===== src/inc/cantrx_pkg.sv =====
// Package with constants, register map and types of the transceiver mode control block
package cantrx_pkg;
   // --------------------------------------------------------------
   // Register map (byte addresses, AXI4-Lite)
   // --------------------------------------------------------------
   localparam logic [7:0] ADDR_CTRL = 8'h00;
   localparam logic [7:0] ADDR_STAT = 8'h04;
   localparam logic [7:0] ADDR_IRQ_STAT = 8'h08;
   localparam logic [7:0] ADDR_IRQ_MASK = 8'h0C;
   localparam int ADDR_W = 8;

   // --------------------------------------------------------------
   // Transceiver mode encodings (mode field)
   // --------------------------------------------------------------
   localparam logic [1:0] MODE_OFF = 2'h0;
   localparam logic [1:0] MODE_WAKE = 2'h1;
   localparam logic [1:0] MODE_RXONLY = 2'h2;
   localparam logic [1:0] MODE_NORMAL = 2'h3;

   // System mode encodings
   localparam logic [2:0] SYS_NORMAL = 3'h0;
   localparam logic [2:0] SYS_STOP = 3'h1;
   localparam logic [2:0] SYS_SLEEP = 3'h2;
   localparam logic [2:0] SYS_RESTART = 3'h3;
   localparam logic [2:0] SYS_FAILSAFE = 3'h4;

   // --------------------------------------------------------------
   // Field positions
   // --------------------------------------------------------------
   localparam int CTRL_MODE_LSB = 0;
   localparam int STAT_EN_DONE = 2;
   localparam int STAT_WOKEN = 3;
   localparam int STAT_TX_BLOCK = 4;
   localparam int IRQ_WAKE = 0;
   localparam int IRQ_REJECT = 1;
   localparam int IRQ_W = 2;

   // --------------------------------------------------------------
   // Timing
   // --------------------------------------------------------------
   localparam int CLK_MHZ = 100;
   localparam int T_EN_NS = 10000;
   localparam int EN_CYCLES = (T_EN_NS * CLK_MHZ + 999) / 1000;
   localparam int MAX_KBAUD = 5000;

   // AXI responses
   localparam logic [1:0] RESP_OKAY = 2'h0;
   localparam logic [1:0] RESP_SLVERR = 2'h2;

   // Write channel state machine, one-hot
   typedef enum logic [2:0] {
      WR_IDLE = 3'b001,
      WR_RESP = 3'b010,
      WR_HOLD = 3'b100
   } cantrx_wr_t;
endpackage


===== src/hdl/cantrx_mode_ctrl.sv =====
// Transceiver mode control, pin behaviour and AXI4-Lite register slave
//
// Overview of operation
// - Power-up mode is off; off is selectable in every system mode, halts bus.
// - In off mode bus wake activity is ignored and gives no wake.
// - Normal mode entered only by register write, only in normal system mode.
// - In normal mode bus drive follows transmit input: high recessive, low dominant.
// - After enabling, no dominant reaches the bus until enabling interval ends.
// - Low input during interval is suppressed until the first new dominant bit.
// - In normal and receive-only modes receive output gives a continuous digital image of the bus state.
// - Receive-only mode keeps driver off, receiver keeps delivering bus levels.
// - Receive-only selectable in normal or stop system mode.
// - Receive-only reception works without transceiver supply pin powered.
// - Wake-capable mode lets bus activity wake the chip.
// - Supports bit rates up to 5 Mbaud including flexible data rate frames.
// - Mode field reads 01 in wake-capable mode, also after wake.
// - After wake pattern receive output is held low until mode changes or system mode changes into stop or fail-safe.
`timescale 1ns/1ps
`default_nettype none

module cantrx_mode_ctrl #(
   parameter int EN_CYCLES = cantrx_pkg::EN_CYCLES
) (
   // Clock and reset
   input wire logic aclk,
   input wire logic aresetn,
   // AXI4-Lite write address
   input wire logic [cantrx_pkg::ADDR_W-1:0] s_axi_awaddr,
   input wire logic s_axi_awvalid,
   output logic s_axi_awready,
   // AXI4-Lite write data
   input wire logic [31:0] s_axi_wdata,
   input wire logic [3:0] s_axi_wstrb,
   input wire logic s_axi_wvalid,
   output logic s_axi_wready,
   // AXI4-Lite write response
   output logic [1:0] s_axi_bresp,
   output logic s_axi_bvalid,
   input wire logic s_axi_bready,
   // AXI4-Lite read address
   input wire logic [cantrx_pkg::ADDR_W-1:0] s_axi_araddr,
   input wire logic s_axi_arvalid,
   output logic s_axi_arready,
   // AXI4-Lite read data
   output logic [31:0] s_axi_rdata,
   output logic [1:0] s_axi_rresp,
   output logic s_axi_rvalid,
   input wire logic s_axi_rready,
   // System context
   input wire logic [2:0] sys_mode,
   input wire logic transceiver_supply_pin,
   // Controller side pins
   input wire logic bus_transmit_input,
   output logic bus_receive_output,
   // Analog front end
   input wire logic bus_dominant_seen,
   input wire logic wake_pattern_seen,
   output logic bus_drive_dominant,
   output logic driver_enable,
   output logic wake_event,
   // Interrupt
   output logic irq
);

   // --------------------------------------------------------------
   // Parameter checks
   // --------------------------------------------------------------
   localparam int CW = $clog2(EN_CYCLES + 1);
   localparam logic [CW-1:0] EN_LAST = CW'(EN_CYCLES - 1);
   initial begin
      if (EN_CYCLES < 1) begin
         $error("EN_CYCLES must be at least one");
      end
   end

   // --------------------------------------------------------------
   // State
   // --------------------------------------------------------------
   typedef struct packed {
      logic [1:0] mode;
      logic [CW-1:0] en_cnt;
      logic en_done;
      logic tx_block;
      logic woken;
      logic wake_evt;
      logic [2:0] sys_prev;
      logic [cantrx_pkg::IRQ_W-1:0] irq_stat;
      logic [cantrx_pkg::IRQ_W-1:0] irq_mask;
      cantrx_pkg::cantrx_wr_t wr;
      logic [1:0] bresp;
      logic rvalid;
      logic [31:0] rdata;
      logic [1:0] rresp;
   } cantrx_state_t;

   cantrx_state_t st;
   cantrx_state_t next_st;

   logic wr_go;
   logic rd_go;
   logic [1:0] req_mode;
   logic allowed;
   logic [31:0] stat_word;

   // Both write channels are taken together so no address or data is held
   assign wr_go = s_axi_awvalid && s_axi_wvalid && (st.wr == cantrx_pkg::WR_IDLE);
   assign s_axi_awready = wr_go;
   assign s_axi_wready = wr_go;
   assign s_axi_bvalid = (st.wr == cantrx_pkg::WR_RESP);
   assign s_axi_bresp = st.bresp;
   assign rd_go = s_axi_arvalid && !st.rvalid;
   assign s_axi_arready = rd_go;
   assign s_axi_rvalid = st.rvalid;
   assign s_axi_rdata = st.rdata;
   assign s_axi_rresp = st.rresp;

   // --------------------------------------------------------------
   // Mode permission
   // --------------------------------------------------------------
   // Permission of a requested mode against the system mode
   always_comb begin
      req_mode = s_axi_wdata[cantrx_pkg::CTRL_MODE_LSB +: 2];
      case (req_mode)
         cantrx_pkg::MODE_OFF: allowed = 1'b1;
         cantrx_pkg::MODE_NORMAL: allowed = (sys_mode == cantrx_pkg::SYS_NORMAL);
         cantrx_pkg::MODE_RXONLY: allowed = (sys_mode == cantrx_pkg::SYS_NORMAL) ||
                                            (sys_mode == cantrx_pkg::SYS_STOP);
         cantrx_pkg::MODE_WAKE: allowed = 1'b1;
         default: allowed = 1'b0;
      endcase
   end

   // Status word shown to software
   always_comb begin
      stat_word = 32'h0;
      stat_word[cantrx_pkg::CTRL_MODE_LSB +: 2] = st.mode;
      stat_word[cantrx_pkg::STAT_EN_DONE] = st.en_done;
      stat_word[cantrx_pkg::STAT_WOKEN] = st.woken;
      stat_word[cantrx_pkg::STAT_TX_BLOCK] = st.tx_block;
   end

   // --------------------------------------------------------------
   // Next state
   // --------------------------------------------------------------
   always_comb begin
      next_st = st;
      next_st.wake_evt = 1'b0;
      next_st.sys_prev = sys_mode;

      // Enabling interval counter; runs only in normal mode
      if (st.mode == cantrx_pkg::MODE_NORMAL && !st.en_done) begin
         if (st.en_cnt == EN_LAST) begin
            next_st.en_done = 1'b1;
         end else begin
            next_st.en_cnt = st.en_cnt + CW'(1);
         end
      end

      // A low input seen before the interval ends is held off until input returns high
      if (st.mode == cantrx_pkg::MODE_NORMAL) begin
         if (!st.en_done && !bus_transmit_input) begin
            next_st.tx_block = 1'b1;
         end else if (bus_transmit_input) begin
            next_st.tx_block = 1'b0;
         end
      end

      // Wake detection only in wake-capable mode, once per arming
      if (st.mode == cantrx_pkg::MODE_WAKE && wake_pattern_seen && !st.woken) begin
         next_st.woken = 1'b1;
         next_st.wake_evt = 1'b1;
      end

      // Only a change into stop or fail-safe rearms; a level rearm would drop the wake
      // indication on the receive output one cycle after a wake in stop mode
      if ((sys_mode == cantrx_pkg::SYS_STOP || sys_mode == cantrx_pkg::SYS_FAILSAFE) &&
          sys_mode != st.sys_prev) begin
         if (!(st.mode == cantrx_pkg::MODE_WAKE && wake_pattern_seen)) begin
            next_st.woken = 1'b0;
         end
      end

      // Write channel
      case (st.wr)
         cantrx_pkg::WR_IDLE: begin
            if (wr_go) begin
               next_st.wr = cantrx_pkg::WR_RESP;
               next_st.bresp = cantrx_pkg::RESP_OKAY;
               if (s_axi_awaddr == cantrx_pkg::ADDR_CTRL) begin
                  if (s_axi_wstrb[0] && allowed && req_mode != st.mode) begin
                     next_st.mode = req_mode;
                     next_st.en_cnt = '0;
                     next_st.en_done = 1'b0;
                     next_st.tx_block = 1'b0;
                     next_st.woken = 1'b0;
                  end else if (s_axi_wstrb[0] && !allowed) begin
                     next_st.irq_stat[cantrx_pkg::IRQ_REJECT] = 1'b1;
                  end
               end else if (s_axi_awaddr == cantrx_pkg::ADDR_IRQ_MASK) begin
                  if (s_axi_wstrb[0]) begin
                     next_st.irq_mask = s_axi_wdata[cantrx_pkg::IRQ_W-1:0];
                  end
               end else if (s_axi_awaddr != cantrx_pkg::ADDR_STAT &&
                            s_axi_awaddr != cantrx_pkg::ADDR_IRQ_STAT) begin
                  next_st.bresp = cantrx_pkg::RESP_SLVERR;
               end
            end
         end
         cantrx_pkg::WR_RESP: begin
            if (s_axi_bready) begin
               next_st.wr = cantrx_pkg::WR_IDLE;
            end
         end
         default: begin
            next_st.wr = cantrx_pkg::WR_IDLE;
         end
      endcase

      // Read channel; reading the sticky status clears it
      if (st.rvalid && s_axi_rready) begin
         next_st.rvalid = 1'b0;
      end
      if (rd_go) begin
         next_st.rvalid = 1'b1;
         next_st.rresp = cantrx_pkg::RESP_OKAY;
         next_st.rdata = 32'h0;
         case (s_axi_araddr)
            cantrx_pkg::ADDR_CTRL: begin
               next_st.rdata[cantrx_pkg::CTRL_MODE_LSB +: 2] = st.mode;
            end
            cantrx_pkg::ADDR_STAT: begin
               next_st.rdata = stat_word;
            end
            cantrx_pkg::ADDR_IRQ_STAT: begin
               next_st.rdata[cantrx_pkg::IRQ_W-1:0] = st.irq_stat;
               next_st.irq_stat = '0;
               // A rejection in this same cycle survives the clear
               if (wr_go && s_axi_awaddr == cantrx_pkg::ADDR_CTRL && s_axi_wstrb[0] &&
                   !allowed) begin
                  next_st.irq_stat[cantrx_pkg::IRQ_REJECT] = 1'b1;
               end
            end
            cantrx_pkg::ADDR_IRQ_MASK: begin
               next_st.rdata[cantrx_pkg::IRQ_W-1:0] = st.irq_mask;
            end
            default: begin
               next_st.rresp = cantrx_pkg::RESP_SLVERR;
            end
         endcase
      end

      // Wake event sets its sticky bit last so it wins over a read clear
      if (next_st.wake_evt) begin
         next_st.irq_stat[cantrx_pkg::IRQ_WAKE] = 1'b1;
      end
   end

   // --------------------------------------------------------------
   // Registers
   // --------------------------------------------------------------
   always_ff @(posedge aclk) begin
      if (!aresetn) begin
         st <= '0;
         st.mode <= cantrx_pkg::MODE_OFF;
         st.wr <= cantrx_pkg::WR_IDLE;
      end else begin
         st <= next_st;
      end
   end

   // --------------------------------------------------------------
   // Pin behaviour
   // --------------------------------------------------------------
   // Driver enabled only in normal mode, dominant only after enabling; receive-only and off never drive.
   // Combinational path from the input keeps delay low enough for 5 Mbaud.
   assign driver_enable = (st.mode == cantrx_pkg::MODE_NORMAL);
   assign bus_drive_dominant = driver_enable && st.en_done && !st.tx_block &&
                               !bus_transmit_input;

   // Receiver runs from its own supply, so the supply pin is not consulted here
   always_comb begin
      case (st.mode)
         cantrx_pkg::MODE_NORMAL: bus_receive_output = !bus_dominant_seen;
         cantrx_pkg::MODE_RXONLY: bus_receive_output = !bus_dominant_seen;
         cantrx_pkg::MODE_WAKE: bus_receive_output = !st.woken;
         default: bus_receive_output = 1'b1;
      endcase
   end

   assign wake_event = st.wake_evt;
   assign irq = |(st.irq_stat & st.irq_mask);

   // Supply pin is only observed as a hint; kept unused by the logic
   logic unused_supply;
   assign unused_supply = transceiver_supply_pin;

endmodule

`default_nettype wire


===== config.mk =====
export PLATFORM = sky130hd
export DESIGN_NAME = cantrx_mode_ctrl
export DESIGN_NICKNAME = d
export VERILOG_FILES = /design/src/inc/cantrx_pkg.sv /design/src/hdl/cantrx_mode_ctrl.sv
export SDC_FILE = /design/constraint.sdc
export NUM_CORES = 1
export LEC_CHECK = 0
export ABC_CLOCK_PERIOD_IN_PS = 2000
export BUFFER_PORTS_ARGS = -buffer_cell sky130_fd_sc_hd__clkbuf_2
export CORE_ASPECT_RATIO = 0.5
export CORE_UTILIZATION = 43
export DETAILED_ROUTE_END_ITERATION = 8
export PLACE_DENSITY = 0.83
export SYNTH_ARGS = -nofsm -noshare
export SYNTH_HDL_FRONTEND = slang
export SYNTH_SLANG_ARGS = --single-unit

===== constraint.sdc =====
create_clock -name aclk -period 2 [get_ports aclk]
set_input_delay 0.1 -clock aclk [delete_from_list [all_inputs] [get_ports aclk]]
set_output_delay 0.1 -clock aclk [all_outputs]
set_load 0.005 [all_outputs]

==> impl_metrics.py <==
metrics = {
    "outcome": {
        "status": "finished clean",
    },
    "timing": {
        "finalSetupViolations": 0,
        "tightest_slew_ns": 0.496,
        "fin_crit_sh_pct": 87.6,
        "holdWs_ns": 0.0524,
        "setup_tns_ns": 0,
        "max_freq_mhz": 571,
        "hold_viol_final": 0,
        "final.min_clock_period_ns": 1.75,
        "maxSlewViolCount": 0,
        "clock_skew_ns": 0.00841,
        "grt_setup_unrepaired": "false",
        "relSlewSlack_pct": 66.6,
    },
    "global_routing": {
        "grt_max_degree": 24,
        "grt_pass1_vias": 1241,
        "antenna_found_initial": 0,
        "grt_overflow_total": 0,
        "grt_usage_pct": 15.5,
        "grt_first_pass_wirelength_um": 5200,
    },
    "clocking": {
        "cts_buffer_depth": 2,
        "ctsResizeCount": 0,
        "clockRootBuffer": "clkbuf_8",
        "ctsHoldBuffers": 0,
        "clkTransAtPathRegs_ns": 0.06,
        "cts_made_buffers": 5,
        "clk_latency_ns": 0.28,
        "postCtsSetupRepairBufs": 0,
        "cts_tree": "done",
        "cts_max_level": 2,
        "cts.sinks": 33,
    },
    "power_and_ir_drop": {
        "p_int_uw": 957,
        "power.leakage_nw": 0.857,
        "ir_drop_v": 0.000310,
        "p_per_area_mw_per_mm2": 622,
        "switching_share_pct": 23.5,
        "p_sw_uw": 294,
        "seq_power_share_pct": 53.8,
        "p_comb_share_pct": 8.9,
        "fin_total_pwr_mw": 1.25,
        "p_clk_share_pct": 37.3,
    },
    "place": {
        "dpl.hpwl_um": 2680,
        "place_congestion": 0.830,
        "postPlaceCellArea_mm2": 0.00192,
        "placed_cells": 291,
        "port_buffers": 48,
    },
    "logic_synthesis": {
        "yosysMostFrequentCell": "buf_4",
        "synth-main-ff-cell": "dfxtp_1",
        "avgSynthCellArea_um2": 8.95,
        "synth-seq-cells": 33,
        "synth_cell_types": 46,
        "netlist_area_mm2": 0.00180,
        "async_flop_share_pct": 0,
        "yosysSeqAreaShare_pct": 36.7,
        "synthTopCellsByArea": "dfxtp_1, buf_4, nor2_1",
        "synth_edf_count": 0,
        "post-synth-top-area-cell": "dfxtp_1",
        "synthTopCellsByCount": "buf_4, dfxtp_1, nor2_1",
        "ys_warn_count": 0,
        "synth_top_area_share_pct": 36.7,
        "syn_inst": 201,
    },
    "setup_path": {
        "r2r-end": "st[49]$_SDFF_PN0_",
        "worstSetupStartpointType": "register",
        "critical_path_class": "reg2reg",
        "cp_slowest_stage_delay_ns": 0.61,
        "crit_chain": "nand4b_1, or4_4, o21ai_4, a211oi_1",
        "cp_max_fo": 13,
        "crit_end": "st[49]$_SDFF_PN0_",
        "cpMaxStageDelayCell": "or4_4",
        "r2r_slack_ns": 0.25,
        "required_ns": 2.14,
        "cp_top_family": "simple AND/OR/NAND/NOR gates",
        "cp.depth": 4,
        "r2r_start": "st[38]$_SDFFE_PN0P_",
        "r2r_cells": 4,
        "worst_setup_path_end_kind": "register",
        "cp.arrival_ns": 1.89,
        "startpoint": "st[38]$_SDFFE_PN0P_",
        "worst-path-buf-inv": 0,
    },
    "floorplan": {
        "core_mm2": 0.00394,
        "die_area_mm2": 0.00446,
        "floorplan.rows": 16,
        "die_height_um": 47.7,
        "die_x_um": 93.4,
        "ioPinCount": 112,
        "initial_utilization_pct": 45.6,
    },
    "final_layout": {
        "num_antenna_cells": 0,
        "final_layout_size_suffix_gt1_share_pct": 27.8,
        "final_area_mm2": 0.00201,
        "areaGrowthSynthToFinish_pct": 11.8,
        "layout.nets": 311,
        "stdcell_count": 299,
    },
    "detailed_routing": {
        "wirelength_um": 3430,
        "via_count": 1479,
        "first_pass_iters": 4,
        "vias_per_cell": 4.95,
        "wl_per_cell_um": 11.5,
        "drc_errors": 0,
        "drt-initial-drc-count": 54,
        "ant_nets": 0,
    },
    "hold_path": {
        "hold_path.class": "in2reg",
    },
    "flow_run": {
        "drv.max_cap_violation_count": 0,
    },
}
-- kinds of logic (layout without fill, tap and decap cells) --
family,count (synthesis),in the layout,share of synthesized area (%)
and+or+nand+nor,80,80,26.0
buffers and inverters,46,62,17.7
DFF,33,33,36.7
other,1,29,0.209
AOI/OAI and AO/OA,24,24,10.3
adders and majority gates,1,1,0.696
xor gates and xnor gates,9,9,4.38
muxes,7,7,3.90
-- flip-flops by register name, summed over array words and instances (netlist names) --
name / count
s_axi_bresp: 1
s_axi_rdata: 5
s_axi_rresp: 1
s_axi_rvalid: 1
st: 24
wake_event: 1
-- metal layers --
metal	global-route usage (%)	wire length, um	up-vias
met5	0	0	-
met4	8.62	68	0
met3	4.76	195	9
met2	29.3	1750	59
met1	16.5	1410	688
li1	-	-	723
-- cell type report --
cell class,instances,area (um^2)
fill,352,1930
multi-input combinational,150,930
sequential,33,661
timing repair buffer,50,255
clock buffer,6,72.6
tap,54,67.6
inverter,4,15.0
clock inverter,2,10.0
-- cell usage in the layout, fill, tap and decap left out, types with 4 or more instances in the layout --
cell type / Yosys / final
xnor2_1: 8 / 8
and2_1: 4 / 4
mux2i_1: 7 / 7
inv_1: 4 / 4
nor2_1: 19 / 19
conb_1: 1 / 29
a21oi_1: 5 / 5
nand2_1: 10 / 10
nor3_1: 4 / 4
clkbuf_2: 0 / 48
nor2b_1: 11 / 11
nand3_1: 5 / 5
dfxtp_1: 33 / 33
clkbuf_8: 0 / 5
-- stage by stage --
step,utilization [%],setup WS (ns)
3_5_place_dp,48.7,0.145
6_report,51.0,0.249
2_1_floorplan,-,0.367
4_1_cts,50.8,0.231
5_1_grt,51.0,0.171
3_3_place_gp,48.7,0.167
-- worst reg2reg max path, delay by kind of cell (launching register included) --
family / cells / cell delay [ns]
and+or+nand+nor: 2 / 0.85
DFF: 1 / 0.30
AOI/OAI and AO/OA: 2 / 0.47
-- power by group through the flow --
stage / clock network [mW] / registers, mW / logic [mW]
floorplan: 0 / 0.686 / 0.106
global placement: 0 / 0.686 / 0.107
detailed placement: 0 / 0.687 / 0.111
CTS: 0.478 / 0.672 / 0.111
global route: 0.506 / 0.673 / 0.128
finish: 0.467 / 0.672 / 0.111
-- worst min path at each step --
stage / from / to / slack, ns / cells past startpoint
CTS: bus_transmit_input / st[49]$_SDFF_PN0_ / 0.05 / 2
global placement: bus_transmit_input / st[49]$_SDFF_PN0_ / 0.30 / 2
global route: bus_transmit_input / st[49]$_SDFF_PN0_ / 0.06 / 2
finish: bus_transmit_input / st[49]$_SDFF_PN0_ / 0.05 / 2
floorplan: bus_transmit_input / st[49]$_SDFF_PN0_ / 0.19 / 1
detailed placement: bus_transmit_input / st[49]$_SDFF_PN0_ / 0.32 / 2
(Power assumes the default switching activity.)
